### src/verilog/gyrnv_pkg.sv
// Package of constants and types for the rate-interrupt and offset/NVM register bank.
package gyrnv_pkg;

    // ****************************************
    // Register offsets and indices
    // ****************************************
    localparam logic [7:0] ADDR_Y_TH  = 8'h24;
    localparam logic [7:0] ADDR_Y_DUR = 8'h25;
    localparam logic [7:0] ADDR_Z_TH  = 8'h26;
    localparam logic [7:0] ADDR_Z_DUR = 8'h27;
    localparam logic [7:0] ADDR_SOC   = 8'h31;
    localparam logic [7:0] ADDR_FOC   = 8'h32;
    localparam logic [7:0] ADDR_NVM   = 8'h33;

    localparam logic [2:0] IDX_Y_TH  = 3'h0;
    localparam logic [2:0] IDX_Y_DUR = 3'h1;
    localparam logic [2:0] IDX_Z_TH  = 3'h2;
    localparam logic [2:0] IDX_Z_DUR = 3'h3;
    localparam logic [2:0] IDX_SOC   = 3'h4;
    localparam logic [2:0] IDX_FOC   = 3'h5;
    localparam logic [2:0] IDX_NVM   = 3'h6;
    localparam logic [2:0] IDX_NONE  = 3'h7;
    localparam int         NUM_IMG   = 6;

    // ****************************************
    // Reset values
    // ****************************************
    localparam logic [7:0] RST_TH     = 8'h02;
    localparam logic [7:0] RST_DUR    = 8'h19;
    localparam logic [7:0] RST_SOC    = 8'h60;
    localparam logic [7:0] RST_FOC    = 8'hc0;
    localparam logic [3:0] RST_REMAIN = 4'ha;

    // ****************************************
    // Field positions
    // ****************************************
    localparam int TH_EN_BIT     = 0;
    localparam int TH_LSB        = 1;
    localparam int HY_LSB        = 6;
    localparam int SOC_TH_LSB    = 6;
    localparam int SOC_DUR_LSB   = 3;
    localparam int FOC_AUTO_LSB  = 6;
    localparam int FOC_FAST_LSB  = 4;
    localparam int FOC_START_BIT = 3;
    localparam int NVM_LOAD_BIT  = 3;
    localparam int NVM_TRIG_BIT  = 1;
    localparam int NVM_OPEN_BIT  = 0;

    // ****************************************
    // Level formula and timing
    // ****************************************
    localparam int HR_BASE      = 255;
    localparam int HR_STEP      = 256;
    localparam int HR_SCALE     = 4;
    localparam int CLK_MHZ      = 250;
    localparam int DUR_STEP_US  = 2500;
    localparam int DUR_TICK_CYC = DUR_STEP_US * CLK_MHZ;
    localparam int NVM_PROG_US  = 10;
    localparam int NVM_PROG_CYC = NVM_PROG_US * CLK_MHZ;
    localparam int SOC_DUR_MS0  = 40;
    localparam int AVG_LEN0     = 32;

    // ****************************************
    // Types
    // ****************************************
    typedef struct packed {
        logic signed [15:0] filt;
        logic signed [15:0] unfilt;
        logic signed [11:0] offset;
    } gyrnv_axis_t;

    typedef struct packed {
        logic [3:0]  th_tenths;
        logic [10:0] dur_ms;
        logic [2:0]  en_zyx;
    } gyrnv_soc_t;

    typedef struct packed {
        logic [8:0] auto_len;
        logic [8:0] fast_len;
        logic [2:0] en_zyx;
        logic       start;
    } gyrnv_foc_t;

    typedef enum logic [1:0] {
        ST_IDLE = 2'b00,
        ST_LOAD = 2'b01,
        ST_PROG = 2'b11,
        ST_WAIT = 2'b10
    } gyrnv_state_t;

    // ****************************************
    // Functions
    // ****************************************
    function automatic logic [15:0] hr_level(input logic [4:0] code);
        hr_level = 16'((HR_BASE + HR_STEP * int'(code)) * HR_SCALE);
    endfunction

    function automatic logic [7:0] img_rst(input int idx);
        case (idx)
            0, 2:    img_rst = RST_TH;
            1, 3:    img_rst = RST_DUR;
            4:       img_rst = RST_SOC;
            default: img_rst = RST_FOC;
        endcase
    endfunction

    function automatic logic [2:0] addr_idx(input logic [7:0] addr);
        case (addr)
            ADDR_Y_TH:  addr_idx = IDX_Y_TH;
            ADDR_Y_DUR: addr_idx = IDX_Y_DUR;
            ADDR_Z_TH:  addr_idx = IDX_Z_TH;
            ADDR_Z_DUR: addr_idx = IDX_Z_DUR;
            ADDR_SOC:   addr_idx = IDX_SOC;
            ADDR_FOC:   addr_idx = IDX_FOC;
            ADDR_NVM:   addr_idx = IDX_NVM;
            default:    addr_idx = IDX_NONE;
        endcase
    endfunction

    function automatic logic [3:0] soc_th_tenths(input logic [1:0] code);
        case (code)
            2'h0:    soc_th_tenths = 4'h1;
            2'h1:    soc_th_tenths = 4'h2;
            2'h2:    soc_th_tenths = 4'h5;
            default: soc_th_tenths = 4'ha;
        endcase
    endfunction

    function automatic logic [8:0] avg_len(input logic [1:0] code);
        avg_len = 9'(AVG_LEN0 << code);
    endfunction

endpackage

### src/verilog/gyrnv_ctrl.sv
// Register bank for y/z high-rate, offset cancellation and NVM control, with its NVM sequencer.
`timescale 1ns/1ns

// How it works
// - Y and z thresholds are (255 + 256 * field) * 4 LSB, 5-bit field.
// - Hysteresis uses the same formula on a 2-bit field; levels follow range.
// - Bit 0 of each threshold register enables high-rate detection for its axis.
// - Duration is (1 + field) * 2.5 ms, counted in tick pulses.
// - Drift threshold codes 0..3 give 0.1, 0.2, 0.5, 1 deg/s.
// - Drift duration codes 0..5 give 40..1280 ms; codes 6, 7 unused.
// - Three bits enable drift cancellation per axis x, y, z.
// - Both averaging lengths give 32, 64, 128, 256 samples for codes 0..3.
// - Writing one to bit 3 starts a quick calibration of enabled axes.
// - Three bits include axes x, y, z in the quick calibration.
// - Read-only 4-bit remaining count drops by one per accepted program.
// - Writing one to the reload bit refreshes all config registers from NVM.
// - Ready reads zero during program or reload, one otherwise.
// - Program trigger taken only when unlocked and remaining count above zero.
// - Unlock bit 0 permits programming when one, blocks it when zero.
// - Stored per-axis offsets are subtracted from filtered and unfiltered data.
// - Source bit picks unfiltered (one) or filtered (zero) data for detection.
module gyrnv_ctrl #(
    parameter int DUR_TICK_CYC = gyrnv_pkg::DUR_TICK_CYC,
    parameter int NVM_PROG_CYC = gyrnv_pkg::NVM_PROG_CYC
) (
    // Clock and reset
    input  wire logic                   clock_i,
    input  wire logic                   arst_n_i,
    // Register port from the serial interface
    input  wire logic [7:0]             reg_addr_i,
    input  wire logic [7:0]             reg_wdata_i,
    input  wire logic                   reg_wr_i,
    input  wire logic                   reg_rd_i,
    output logic      [7:0]             reg_rdata_o,
    // Sensor data
    input  wire gyrnv_pkg::gyrnv_axis_t y_axis_i,
    input  wire gyrnv_pkg::gyrnv_axis_t z_axis_i,
    input  wire logic                   high_unfilt_sel_i,
    // Corrected data and events
    output logic signed [16:0]          y_corr_filt_o,
    output logic signed [16:0]          y_corr_unfilt_o,
    output logic signed [16:0]          z_corr_filt_o,
    output logic signed [16:0]          z_corr_unfilt_o,
    output logic                        y_high_o,
    output logic                        z_high_o,
    // Offset cancellation settings
    output gyrnv_pkg::gyrnv_soc_t       soc_o,
    output gyrnv_pkg::gyrnv_foc_t       foc_o
);

    // ****************************************
    // Declarations
    // ****************************************
    localparam int TICK_W = $clog2(DUR_TICK_CYC + 1);
    localparam int WAIT_W = $clog2(NVM_PROG_CYC + 1);

    gyrnv_pkg::gyrnv_state_t state;
    gyrnv_pkg::gyrnv_state_t next_state;

    logic [7:0]        cfg [0:gyrnv_pkg::NUM_IMG-1];
    logic [2:0]        wr_idx;
    logic              host_wr;
    logic              nvm_wr;
    logic              load_go;
    logic              prog_go;
    logic              ready;
    logic              unlock;
    logic [3:0]        remain;
    logic [2:0]        ptr;
    logic              ld_v;
    logic [2:0]        ld_idx;
    logic [WAIT_W-1:0] wait_cnt;
    logic [TICK_W-1:0] tick_cnt;
    logic              tick;
    logic              foc_start;
    logic              mem_wr;
    logic              mem_rd;
    logic [2:0]        img_ptr;
    logic [7:0]        mem_rdata;

    // ****************************************
    // Host access decode
    // ****************************************
    assign wr_idx  = gyrnv_pkg::addr_idx(reg_addr_i);
    assign host_wr = reg_wr_i && (wr_idx < 3'(gyrnv_pkg::NUM_IMG));
    assign nvm_wr  = reg_wr_i && (wr_idx == gyrnv_pkg::IDX_NVM);
    assign ready   = (state == gyrnv_pkg::ST_IDLE);

    // A trigger while busy is dropped; the host is expected to poll ready first.
    assign load_go = nvm_wr && ready && reg_wdata_i[gyrnv_pkg::NVM_LOAD_BIT];
    assign prog_go = nvm_wr && ready && !load_go
                   && reg_wdata_i[gyrnv_pkg::NVM_TRIG_BIT]
                   && unlock && (remain != 4'h0);

    // ****************************************
    // Configuration registers
    // ****************************************
    // A reload write in the same cycle as a host write wins, since it is the newer image.
    always_ff @(posedge clock_i or negedge arst_n_i) begin
        if (!arst_n_i) begin
            for (int i = 0; i < gyrnv_pkg::NUM_IMG; i++) begin
                cfg[i] <= gyrnv_pkg::img_rst(i);
            end
        end else if (ld_v) begin
            cfg[ld_idx] <= mem_rdata;
        end else if (host_wr && ready) begin
            cfg[wr_idx] <= reg_wdata_i;
        end
    end

    // ****************************************
    // Quick calibration start pulse
    // ****************************************
    always_ff @(posedge clock_i or negedge arst_n_i) begin
        if (!arst_n_i) begin
            foc_start <= 1'b0;
        end else begin
            foc_start <= host_wr && (wr_idx == gyrnv_pkg::IDX_FOC)
                       && reg_wdata_i[gyrnv_pkg::FOC_START_BIT];
        end
    end

    // ****************************************
    // NVM lock and remaining count
    // ****************************************
    always_ff @(posedge clock_i or negedge arst_n_i) begin
        if (!arst_n_i) begin
            unlock <= 1'b0;
        end else if (nvm_wr) begin
            unlock <= reg_wdata_i[gyrnv_pkg::NVM_OPEN_BIT];
        end
    end

    always_ff @(posedge clock_i or negedge arst_n_i) begin
        if (!arst_n_i) begin
            remain <= gyrnv_pkg::RST_REMAIN;
        end else if (prog_go) begin
            remain <= remain - 4'h1;
        end
    end

    // ****************************************
    // NVM sequencer
    // ****************************************
    always_comb begin
        next_state = state;
        case (state)
            gyrnv_pkg::ST_IDLE: begin
                if (load_go) begin
                    next_state = gyrnv_pkg::ST_LOAD;
                end else if (prog_go) begin
                    next_state = gyrnv_pkg::ST_PROG;
                end
            end
            gyrnv_pkg::ST_LOAD: begin
                if (ptr == 3'(gyrnv_pkg::NUM_IMG)) begin
                    next_state = gyrnv_pkg::ST_IDLE;
                end
            end
            gyrnv_pkg::ST_PROG: begin
                if (ptr == 3'(gyrnv_pkg::NUM_IMG - 1)) begin
                    next_state = gyrnv_pkg::ST_WAIT;
                end
            end
            gyrnv_pkg::ST_WAIT: begin
                if (wait_cnt == WAIT_W'(NVM_PROG_CYC - 1)) begin
                    next_state = gyrnv_pkg::ST_IDLE;
                end
            end
            default: begin
                next_state = gyrnv_pkg::ST_IDLE;
            end
        endcase
    end

    always_ff @(posedge clock_i or negedge arst_n_i) begin
        if (!arst_n_i) begin
            state <= gyrnv_pkg::ST_IDLE;
        end else begin
            state <= next_state;
        end
    end

    always_ff @(posedge clock_i or negedge arst_n_i) begin
        if (!arst_n_i) begin
            ptr <= '0;
        end else if (next_state != state) begin
            ptr <= '0;
        end else if (state == gyrnv_pkg::ST_LOAD || state == gyrnv_pkg::ST_PROG) begin
            ptr <= ptr + 3'h1;
        end
    end

    // The cell wear time after the image is written keeps ready low for a realistic span.
    always_ff @(posedge clock_i or negedge arst_n_i) begin
        if (!arst_n_i) begin
            wait_cnt <= '0;
        end else if (state == gyrnv_pkg::ST_WAIT) begin
            wait_cnt <= wait_cnt + WAIT_W'(1);
        end else begin
            wait_cnt <= '0;
        end
    end

    // Read data lag the address by one cycle, so the write-back index is delayed alongside.
    always_ff @(posedge clock_i or negedge arst_n_i) begin
        if (!arst_n_i) begin
            ld_v   <= 1'b0;
            ld_idx <= '0;
        end else begin
            ld_v   <= mem_rd;
            ld_idx <= img_ptr;
        end
    end

    assign mem_rd  = (state == gyrnv_pkg::ST_LOAD) && (ptr < 3'(gyrnv_pkg::NUM_IMG));
    assign mem_wr  = (state == gyrnv_pkg::ST_PROG);
    assign img_ptr = (ptr < 3'(gyrnv_pkg::NUM_IMG)) ? ptr : 3'h0;

    gyrnv_img_mem #(
        .WIDTH (8),
        .DEPTH (gyrnv_pkg::NUM_IMG)
    ) u_img (
        .clock_i   (clock_i),
        .arst_n_i  (arst_n_i),
        .wr_en_i   (mem_wr),
        .wr_addr_i (img_ptr),
        .wr_data_i (cfg[img_ptr]),
        .rd_en_i   (mem_rd),
        .rd_addr_i (img_ptr),
        .rd_data_o (mem_rdata)
    );

    // ****************************************
    // Register read-back
    // ****************************************
    always_ff @(posedge clock_i or negedge arst_n_i) begin
        if (!arst_n_i) begin
            reg_rdata_o <= '0;
        end else if (reg_rd_i) begin
            case (wr_idx)
                gyrnv_pkg::IDX_Y_TH,
                gyrnv_pkg::IDX_Y_DUR,
                gyrnv_pkg::IDX_Z_TH,
                gyrnv_pkg::IDX_Z_DUR,
                gyrnv_pkg::IDX_SOC: begin
                    reg_rdata_o <= cfg[wr_idx];
                end
                gyrnv_pkg::IDX_FOC: begin
                    reg_rdata_o <= cfg[gyrnv_pkg::IDX_FOC] & 8'hf7;
                end
                gyrnv_pkg::IDX_NVM: begin
                    reg_rdata_o <= {remain,
                                    state == gyrnv_pkg::ST_LOAD,
                                    ready,
                                    1'b0,
                                    unlock};
                end
                default: begin
                    reg_rdata_o <= 8'h00;
                end
            endcase
        end
    end

    // ****************************************
    // Duration tick divider
    // ****************************************
    always_ff @(posedge clock_i or negedge arst_n_i) begin
        if (!arst_n_i) begin
            tick_cnt <= '0;
            tick     <= 1'b0;
        end else if (tick_cnt == TICK_W'(DUR_TICK_CYC - 1)) begin
            tick_cnt <= '0;
            tick     <= 1'b1;
        end else begin
            tick_cnt <= tick_cnt + TICK_W'(1);
            tick     <= 1'b0;
        end
    end

    // ****************************************
    // Axis detectors
    // ****************************************
    gyrnv_rate_axis u_y (
        .clock_i       (clock_i),
        .arst_n_i      (arst_n_i),
        .tick_i        (tick),
        .axis_i        (y_axis_i),
        .unfilt_sel_i  (high_unfilt_sel_i),
        .en_i          (cfg[gyrnv_pkg::IDX_Y_TH][gyrnv_pkg::TH_EN_BIT]),
        .th_code_i     (cfg[gyrnv_pkg::IDX_Y_TH][gyrnv_pkg::TH_LSB +: 5]),
        .hy_code_i     (cfg[gyrnv_pkg::IDX_Y_TH][gyrnv_pkg::HY_LSB +: 2]),
        .dur_code_i    (cfg[gyrnv_pkg::IDX_Y_DUR]),
        .corr_filt_o   (y_corr_filt_o),
        .corr_unfilt_o (y_corr_unfilt_o),
        .high_o        (y_high_o)
    );

    gyrnv_rate_axis u_z (
        .clock_i       (clock_i),
        .arst_n_i      (arst_n_i),
        .tick_i        (tick),
        .axis_i        (z_axis_i),
        .unfilt_sel_i  (high_unfilt_sel_i),
        .en_i          (cfg[gyrnv_pkg::IDX_Z_TH][gyrnv_pkg::TH_EN_BIT]),
        .th_code_i     (cfg[gyrnv_pkg::IDX_Z_TH][gyrnv_pkg::TH_LSB +: 5]),
        .hy_code_i     (cfg[gyrnv_pkg::IDX_Z_TH][gyrnv_pkg::HY_LSB +: 2]),
        .dur_code_i    (cfg[gyrnv_pkg::IDX_Z_DUR]),
        .corr_filt_o   (z_corr_filt_o),
        .corr_unfilt_o (z_corr_unfilt_o),
        .high_o        (z_high_o)
    );

    // ****************************************
    // Offset cancellation settings
    // ****************************************
    // Drift duration codes 6 and 7 are not blocked; they wrap to 512 and 1024 ms and must not be used.
    always_comb begin
        soc_o.th_tenths = gyrnv_pkg::soc_th_tenths(
                              cfg[gyrnv_pkg::IDX_SOC][gyrnv_pkg::SOC_TH_LSB +: 2]);
        soc_o.dur_ms    = 11'(gyrnv_pkg::SOC_DUR_MS0
                              << cfg[gyrnv_pkg::IDX_SOC][gyrnv_pkg::SOC_DUR_LSB +: 3]);
        soc_o.en_zyx    = cfg[gyrnv_pkg::IDX_SOC][2:0];
        foc_o.auto_len  = gyrnv_pkg::avg_len(
                              cfg[gyrnv_pkg::IDX_FOC][gyrnv_pkg::FOC_AUTO_LSB +: 2]);
        foc_o.fast_len  = gyrnv_pkg::avg_len(
                              cfg[gyrnv_pkg::IDX_FOC][gyrnv_pkg::FOC_FAST_LSB +: 2]);
        foc_o.en_zyx    = cfg[gyrnv_pkg::IDX_FOC][2:0];
        foc_o.start     = foc_start;
    end

endmodule // gyrnv_ctrl

### src/verilog/gyrnv_img_mem.sv
// Non-volatile image store of the configuration registers with registered read data.
`timescale 1ns/1ns
module gyrnv_img_mem #(
    parameter int WIDTH = 8,
    parameter int DEPTH = 6
) (
    // Clock and reset
    input  wire logic                     clock_i,
    input  wire logic                     arst_n_i,
    // Write side
    input  wire logic                     wr_en_i,
    input  wire logic [2:0]               wr_addr_i,
    input  wire logic [WIDTH-1:0]         wr_data_i,
    // Read side
    input  wire logic                     rd_en_i,
    input  wire logic [2:0]               rd_addr_i,
    output logic      [WIDTH-1:0]         rd_data_o
);

    logic [WIDTH-1:0] mem [0:DEPTH-1];

    // The image starts out holding the register reset values, standing in for factory content.
    always_ff @(posedge clock_i or negedge arst_n_i) begin
        if (!arst_n_i) begin
            for (int i = 0; i < DEPTH; i++) begin
                mem[i] <= WIDTH'(gyrnv_pkg::img_rst(i));
            end
        end else if (wr_en_i) begin
            mem[wr_addr_i] <= wr_data_i;
        end
    end

    always_ff @(posedge clock_i or negedge arst_n_i) begin
        if (!arst_n_i) begin
            rd_data_o <= '0;
        end else if (rd_en_i) begin
            rd_data_o <= mem[rd_addr_i];
        end
    end

endmodule // gyrnv_img_mem

### src/verilog/gyrnv_rate_axis.sv
// One axis of offset subtraction and high-rate detection.
`timescale 1ns/1ns
module gyrnv_rate_axis (
    // Clock and reset
    input  wire logic                 clock_i,
    input  wire logic                 arst_n_i,
    input  wire logic                 tick_i,
    // Sensor data
    input  wire gyrnv_pkg::gyrnv_axis_t axis_i,
    input  wire logic                 unfilt_sel_i,
    // Settings
    input  wire logic                 en_i,
    input  wire logic [4:0]           th_code_i,
    input  wire logic [1:0]           hy_code_i,
    input  wire logic [7:0]           dur_code_i,
    // Results
    output logic signed [16:0]        corr_filt_o,
    output logic signed [16:0]        corr_unfilt_o,
    output logic                      high_o
);

    logic [15:0] th;
    logic [15:0] hy;
    logic [15:0] rel;
    logic [16:0] mag;
    logic [8:0]  cnt;

    // Levels are in LSB of the data path, so they follow the range setting by themselves.
    assign th  = gyrnv_pkg::hr_level(th_code_i);
    assign hy  = gyrnv_pkg::hr_level({3'h0, hy_code_i});
    assign rel = (th > hy) ? th - hy : 16'h0000;

    always_ff @(posedge clock_i or negedge arst_n_i) begin
        if (!arst_n_i) begin
            corr_filt_o   <= '0;
            corr_unfilt_o <= '0;
        end else begin
            corr_filt_o   <= 17'(axis_i.filt) - 17'(axis_i.offset);
            corr_unfilt_o <= 17'(axis_i.unfilt) - 17'(axis_i.offset);
        end
    end

    always_comb begin
        logic signed [16:0] src;
        src = unfilt_sel_i ? corr_unfilt_o : corr_filt_o;
        mag = src[16] ? 17'(-src) : src;
    end

    always_ff @(posedge clock_i or negedge arst_n_i) begin
        if (!arst_n_i) begin
            cnt    <= '0;
            high_o <= 1'b0;
        end else if (!en_i) begin
            cnt    <= '0;
            high_o <= 1'b0;
        end else if (high_o) begin
            cnt <= '0;
            if (mag < {1'b0, rel}) begin
                high_o <= 1'b0;
            end
        end else if (mag > {1'b0, th}) begin
            if (tick_i) begin
                if (cnt >= {1'b0, dur_code_i}) begin
                    high_o <= 1'b1;
                end else begin
                    cnt <= cnt + 9'h001;
                end
            end
        end else begin
            cnt <= '0;
        end
    end

endmodule // gyrnv_rate_axis
### config.mk
export PLATFORM = sky130hd
export DESIGN_NAME = gyrnv_ctrl
export DESIGN_NICKNAME = d
export VERILOG_FILES = /design/src/verilog/gyrnv_pkg.sv /design/src/verilog/gyrnv_ctrl.sv /design/src/verilog/gyrnv_img_mem.sv /design/src/verilog/gyrnv_rate_axis.sv
export SDC_FILE = /design/constraint.sdc
export NUM_CORES = 1
export LEC_CHECK = 0
export BUFFER_PORTS_ARGS = -buffer_cell sky130_fd_sc_hd__buf_2
export CAP_MARGIN = 20
export CORE_UTILIZATION = 50
export CTS_CLUSTER_SIZE = 10
export DETAILED_ROUTE_END_ITERATION = 12
export GPL_TIMING_DRIVEN = 0
export PLACE_DENSITY = 0.85
export SLEW_MARGIN = 15
export SYNTH_ARGS = -nofsm -noshare
export SYNTH_HDL_FRONTEND = slang
export SYNTH_SLANG_ARGS = --single-unit
### constraint.sdc
create_clock -name clock_i -period 2.8 [get_ports clock_i]
set_input_delay 0.28 -clock clock_i [delete_from_list [all_inputs] [get_ports clock_i]]
set_output_delay 0.28 -clock clock_i [all_outputs]
set_load 0.03 [all_outputs]
==> results of run 1 <==
## area by class of cell
class	count	area share, %
buffer	74	2.30
clock buffer	50	4.36
clock inverter	4	0.178
inverter	104	2.00
multi-input combinational	1339	49.4
sequential	248	31.9
tap	435	2.77
timing repair buffer	246	7.13
## layer usage
metal,up-vias,part of all wire (%),routed length (µm)
met2,755,47,22600
met3,139,8.7,4190
li1,6905,-,-
met1,7082,40,19300
met4,0,4.4,2110
met5,-,0,0
## where the power goes
group / switching (mW) / leakage [nW] / total, mW / internal [mW]
combinational: 1.68 / 5.21 / 2.74 / 1.06
clock: 1.50 / 0.431 / 3.56 / 2.06
sequential: 0.259 / 3.16 / 4.05 / 3.80
## worst min-delay path: cells and delay by family
kind	cells	cell delay, ns
AOI/OAI and AO/OA	1	0.04
buffers and inverters	1	0.14
and+or+nand+nor	1	0.10
## cell usage in the layout, fill, tap and decap left out, types with 46 or more instances in the layout
| cell type | n |
|---|---|
| nand2_1 | 196 |
| buf_2 | 213 |
| clkbuf_1 | 54 |
| inv_1 | 100 |
| a21oi_1 | 91 |
| o21ai_0 | 102 |
| buf_4 | 46 |
| xnor2_1 | 71 |
| nor2_1 | 146 |
| dfrtp_1 | 209 |
| ha_1 | 117 |
## sequential cells by signal, indices dropped and copies added, names as in the netlist, 2 cells and up
register	count
cfg	42
foc_o	3
ld_idx	3
ptr	3
reg_rdata_o	8
remain	4
soc_o	3
state	2
tick_cnt	20
u_img.mem	48
u_img.rd_data_o	8
u_y.cnt	9
u_y.corr_filt_o	17
u_y.corr_unfilt_o	17
u_z.cnt	9
u_z.corr_filt_o	17
u_z.corr_unfilt_o	17
wait_cnt	12
## timing repair
| action | 4_1_cts | 5_1_grt |
|---|---|---|
| hold endpoints to repair | 46 | 0 |
| hold buffers | 4 | 0 |
| gates cloned | 1 | 0 |
| buffers inserted | 19 | 10 |
| pin swaps | 30 | 16 |
| resized for setup | 64 | 32 |
| endpoints found under the setup margin | 62 | 67 |
## per-stage QoR
step	power [mW]	setup TNS, ns	area [µm²]	worst slack, ns
global placement	6.49	-674.92	18000	-2.72
detailed placement	6.59	-46.53	18100	-1.61
finish	10.4	-8.59	19600	-0.479
floorplan	5.77	-8.34	16400	-0.463
global route	10.8	-11.31	19600	-0.629
CTS	10.3	-8.86	19500	-0.517
## logic make-up (layout without fill, tap and decap cells)
family                     after synthesis  after routing
and+or+nand+nor                        615            615
adders and majority gates              125            125
DFF                                    248            248
AOI/OAI and AO/OA                      416            416
other                                    1             13
xor gates and xnor gates               113            113
muxes                                   57             57
buffers and inverters                  178            478
## final timing paths
kind,endpoint,start,depth (start not counted),slack (ns)
min in group asynchronous,wait_cnt[5],arst_n_i,2,0.19
max,u_z.cnt[8],u_z.corr_filt_o[9],13,-0.48
max reg2reg,u_z.cnt[8],u_z.corr_filt_o[9],13,-0.48
max in group asynchronous,u_z.corr_filt_o[9],arst_n_i,4,1.31
min reg2reg,wait_cnt[0],wait_cnt[0],1,0.46
min,reg_rdata_o[6],reg_rd_i,3,0.04
==> key figures, run 1 <==
Cells and area
  • Final core occ: 61.7%
  • Area of the multi-input gates: 9700 µm²
  • FILL cells: 2635
  • Final net count: 2277
  • Layout cells sized above 1: 23.0%
  • ANT cells: 0
  • Area growth from synthesis to layout: 20.7%
  • Sequential Area: 6250 µm²
  • Final non-filler cell total: 2500

Synth
  • XOR/XNOR share of the synthesized area: 6.08%
  • Adder-Cell Fraction of Synth Area: 9.89%
  • Synth Warn #: 0
  • Cell Area, Synth: 16300 µm²
  • Register area share after synthesis: 38.4%
  • Post-synthesis mux area share: 4.98%
  • Avg Cell Area, Syn: 9.28 µm²
  • Simple-Gate Fraction of Synth Area: 18.5%
  • Gate Count Post-Synth: 1753
  • Compound-gate portion of the synthesized area: 17.4%
  • Yosys top cell by area: dfrtp_1
  • Top post-synthesis cells by area: dfrtp_1, ha_1, nand2_1
  • Main combinational cell family by area after synthesis: simple AND/OR/NAND/NOR gates
  • Yosys top cell area share: 34.2%
  • Post-synth EDFFs: 0
  • Main synth FF type: dfrtp_1
  • Synth Register Bits: 248
  • Post-synth cell types: 88
  • Top post-synthesis cells by count: dfrtp_1, nand2_1, nor2_1
  • Count leader, synth: dfrtp_1
  • Ys async rst share: 100%

Hold path
  • HP Class: input pin to flop

Route
  • Final wirelength: 48.2 mm
  • Pre-antenna DRT Iters: 7
  • Via count: 14881
  • Antenna-violating nets left: 0
  • DR iter-0 viols: 1296
  • Via-to-Cell Ratio: 5.95
  • Drt drc: 0
  • WL/cell: 19.3 µm

Floorplanning
  • Starting density of the core: 51.2%
  • Ports: 227
  • Die area: 33300 µm²
  • Row Count: 65
  • Die Wd: 182 µm
  • Die height: 182 µm
  • Std-Cell Core Area: 31800 µm²

Global routing
  • Total GRT Usage: 28.6%
  • Routing usage on met3: 5.79%
  • GR met2 Demand/Resource: 47.8%
  • Largest net degree at the start of global routing: 109
  • Met1 usage: 35.8%
  • First-pass GRT wire length: 76.2 mm
  • Vias in the first global route: 14786
  • Antenna violations before repair: 0
  • Total grt overflow: 0
  • Busiest grt layer: met2

Timing
  • Pin slew with the least headroom to its limit: 1.06 ns
  • Final Cycle Share: 117%
  • F_max: 305 MHz
  • Clock skew: 0.0141 ns
  • Final WS setup: -0.479 ns
  • RSZ-0062 raised after global routing: yes
  • Max-slew headroom: 28.5%
  • Final max-slew violation count: 0
  • Hold Slack: 0.0359 ns
  • Final setup fails: 20
  • Crit path time final: 3.28 ns
  • Hold Fails Final Rpt: 0

Run status
  • Failing checks: setup timing
  • Outcome: finished with violations

Worst setup path
  • CP startpoint kind: flop
  • Crit path cell chain: o32a_1 -> o31ai_2 -> xor2_1 -> ha_1 -> nand3_2 -> a311o_1 -> nor3_1 -> nand4_1 -> mux2i_2 -> o311ai_4 -> buf_4 -> buf_6 -> nor2_1
  • Buf+Inv Stages, Crit Path: 2
  • Crit path capture type: flop
  • CP Class: flop to flop
  • CP peak stage delay: 0.46 ns
  • Worst path top cell family by delay: compound AO/OA/AOI/OAI gates
  • CP arrival: 3.73 ns
  • CP required: 3.25 ns
  • Slowest-stage cell, CP: dfrtp_2
  • Max FO, Critical Path: 7

Power and ir drop
  • Pleak: 8.80 nW
  • Max IR drop VDD: 0.444 mV
  • PwrDens: 527 nW/µm²

Placed design
  • RePlAce Congestion: 0.992
  • HPWL Detailed: 36.3 mm
  • Placed cell count: 2414
  • I/O Buffers: 212

Clocking
  • Clock Latency Late Sink: 0.57 ns
  • CTS tree: done
  • Clock transition at path regs: 0.05 ns
  • Htree depth: 1
  • Clock tree buffer depth: 3
  • CTS root buf: clkbuf_16
  • Clock tree sinks: 248
  • CTS Buf Count: 30

Flow run
  • Maxcap violations: 0
Note: power is estimated with default switching activity, not from simulation.
==> run 2, diff against run 1 <==
--- a/config.mk
+++ b/config.mk
@@ -11,7 +11,7 @@
 export CTS_CLUSTER_SIZE = 10
 export DETAILED_ROUTE_END_ITERATION = 12
 export GPL_TIMING_DRIVEN = 0
-export PLACE_DENSITY = 0.85
+export PLACE_DENSITY = 0.82
 export SLEW_MARGIN = 15
 export SYNTH_ARGS = -nofsm -noshare
 export SYNTH_HDL_FRONTEND = slang
==> constraint.sdc (replaced) <==
create_clock -name clock_i -period 3.5 [get_ports clock_i]
set_input_delay 0.35 -clock clock_i [delete_from_list [all_inputs] [get_ports clock_i]]
set_output_delay 0.35 -clock clock_i [all_outputs]
set_load 0.03 [all_outputs]
==> run 2 against run 1 <==
Against the previous run:
- the run now ends clean
- via count shrank 1.4%
- global-route usage shrank 0.21 points
- clock power down 23%
- register-to-register slack better by 0.58 ns
- critical endpoint is now u_z.high_o
- cell count down 0.84%
- largest cell class unchanged
- sequential cell count did not move
- clock skew up 0.00078 ns
- combinational power is 24% lower
- fmax is 3.4% lower
- first-iteration DRC count decreased by 3.6%
- setup slack improved by 0.58 ns
- critical path depth rose by 1
==> key figures, run 2 (synthesized netlist as in run 1, its figures left out) <==
Timing
  • Clock skew: 0.0149 ns
  • Crit path time final: 3.39 ns
  • RSZ-0062 raised after global routing: yes
  • Setup tns final: 0 ns
  • F_max: 295 MHz
  • Max-slew headroom: 18.3%
  • Final Cycle Share: 97.0%
  • Pin slew with the least headroom to its limit: 1.22 ns
  • Final max-slew violation count: 0
  • Hold Fails Final Rpt: 0
  • Final setup fails: 0

Cells and area
  • Commonest cells after routing, fill and taps aside: dfrtp_1, buf_2, nand2_1
  • Final net count: 2258
  • FILL cells: 2642
  • Sequential Area: 6240 µm²
  • Biggest register: u_img.mem
  • ANT cells: 0
  • Area growth from synthesis to layout: 18.3%
  • Largest register FFs: 48
  • Area of the multi-input gates: 9520 µm²
  • Largest regs: u_img.mem: 48 flops, cfg: 42 flops, tick_cnt: 20 flops
  • Final core occ: 60.5%
  • Layout cells sized above 1: 19.6%
  • Commonest non-fill, non-tap cell in the layout: dfrtp_1

Global routing
  • Total GRT Usage: 28.4%
  • Largest net degree at the start of global routing: 87
  • First-pass GRT wire length: 75.4 mm
  • Antenna violations before repair: 0
  • Vias in the first global route: 14353
  • Total grt overflow: 0

Worst setup path
  • FF-to-FF Start: u_z.corr_filt_o[4]
  • Launch point of the critical path: u_z.corr_filt_o[4]
  • R2R Setup Slk: 0.11 ns
  • CP Class: flop to flop
  • CP required: 3.94 ns
  • Crit path capture type: flop
  • CP arrival: 3.83 ns
  • Capture point of the critical path: u_z.high_o
  • Stages on worst setup path: 14
  • Worst path top cell family by delay: compound AO/OA/AOI/OAI gates
  • Buf+Inv Stages, Crit Path: 1
  • CP startpoint kind: flop
  • Max FO, Critical Path: 10
  • Worst r2r dst: u_z.high_o
  • Slowest-stage cell, CP: dfrtp_1
  • CP peak stage delay: 0.46 ns
  • Crit path cell chain: nor4_4 -> o22ai_2 -> nor2_1 -> a21oi_1 -> xnor2_1 -> ha_1 -> nand3_1 -> a311o_1 -> nor3_2 -> nand4_1 -> mux2i_2 -> o311ai_4 -> buf_12 -> o31ai_2
  • Worst reg-to-reg path cell count: 14

Floorplanning
  • Std-Cell Core Area: 31800 µm²
  • Ports: 227
  • Starting density of the core: 51.2%
  • Die Wd: 182 µm
  • Die height: 182 µm
  • Row Count: 65
  • Die area: 33300 µm²

Flow run
  • Maxcap violations: 0

Route
  • Drt drc: 0
  • Via count: 14672
  • WL/cell: 19.1 µm
  • Antenna-violating nets left: 0
  • DR iter-0 viols: 1249
  • Via-to-Cell Ratio: 5.92
  • Final wirelength: 47.4 mm
  • Pre-antenna DRT Iters: 5

Placed design
  • RePlAce Congestion: 0.959
  • I/O Buffers: 212
  • HPWL Detailed: 35.9 mm

Clocking
  • Clock tree sinks: 248
  • Clock tree buffer depth: 3
  • Clock Latency Late Sink: 0.55 ns
  • Clock transition at path regs: 0.06 ns
  • Htree depth: 1
  • CTS tree: done
  • CTS Buf Count: 29
  • CTS root buf: clkbuf_16

Power and ir drop
  • Overall power: 8.07 mW
  • Pleak: 8.64 nW
  • Max IR drop VDD: 0.411 mV
  • PwrDens: 419 nW/µm²

Hold path
  • Hold depth: 2
  • HP Class: input pin to flop

Run status
  • Outcome: finished, final reports clean
run 2: cell count changes in the layout (fill, tap and decap cells not counted), sizes merged:
cell,previous run,this run
buf,274,260
clkbuf,92,91
clkinv,6,4
dlygate4sd3,4,1
inv,102,101
run 2: per-layer routing:
layer  part of all wire, %  global-route usage [%]
met5                     0                       0
met4                   4.7                    12.2
met3                   8.1                    5.11
met2                    46                    47.2
met1                    41                    36.4
run 2: worst min-delay path by stage:
stage | startpoint | endpoint | slack [ns]
global placement | wait_cnt[0] | wait_cnt[0] | 0.45
finish | reg_wr_i | foc_start | 0.08
global route | reg_wr_i | foc_start | 0.1
CTS | reg_wr_i | foc_start | 0.06
detailed placement | arst_n_i | cfg[12] | 0.41
floorplan | arst_n_i | cfg[11] | 0.05
run 2: layout make-up:
class | count | share of cell area (%)
plain buffers | 74 | 2.34
clock buffers | 50 | 4.34
clock inverters | 1 | 0.0260
inverters | 104 | 2.03
multi-input cells | 1339 | 49.5
flip-flops and latches | 248 | 32.4
well taps | 435 | 2.83
repair buffers | 228 | 6.51
run 2: stage by stage:
step | hold slack (ns) | cell area, µm² | std cells | setup WS [ns]
3_5_place_dp | 0.408 | 18000 | 2415 | -1.11
5_1_grt | 0.0986 | 19200 | 2479 | -0.0301
2_1_floorplan | 0.0544 | 16300 | 1765 | 0.00615
4_1_cts | 0.0634 | 19000 | 2472 | 0.00588
3_3_place_gp | 0.449 | 17900 | 2412 | -2.18
6_report | 0.0762 | 19200 | 2479 | 0.106
run 2: report_power, final:
| group | switching [mW] | total (mW) | leakage (nW) | internal, mW |
|---|---|---|---|---|
| Sequential | 0.217 | 3.25 | 3.17 | 3.03 |
| Clock | 1.15 | 2.75 | 0.404 | 1.59 |
| Combinational | 1.28 | 2.07 | 5.07 | 0.789 |
run 2: repair_timing:
item                                    4_1_cts  5_1_grt
endpoints found under the setup margin       20       20
pin swaps                                     4       11
hold buffers                                  1        0
setup buffers                                 5        7
resized for setup                            27       26
endpoints found under the hold margin        74        0
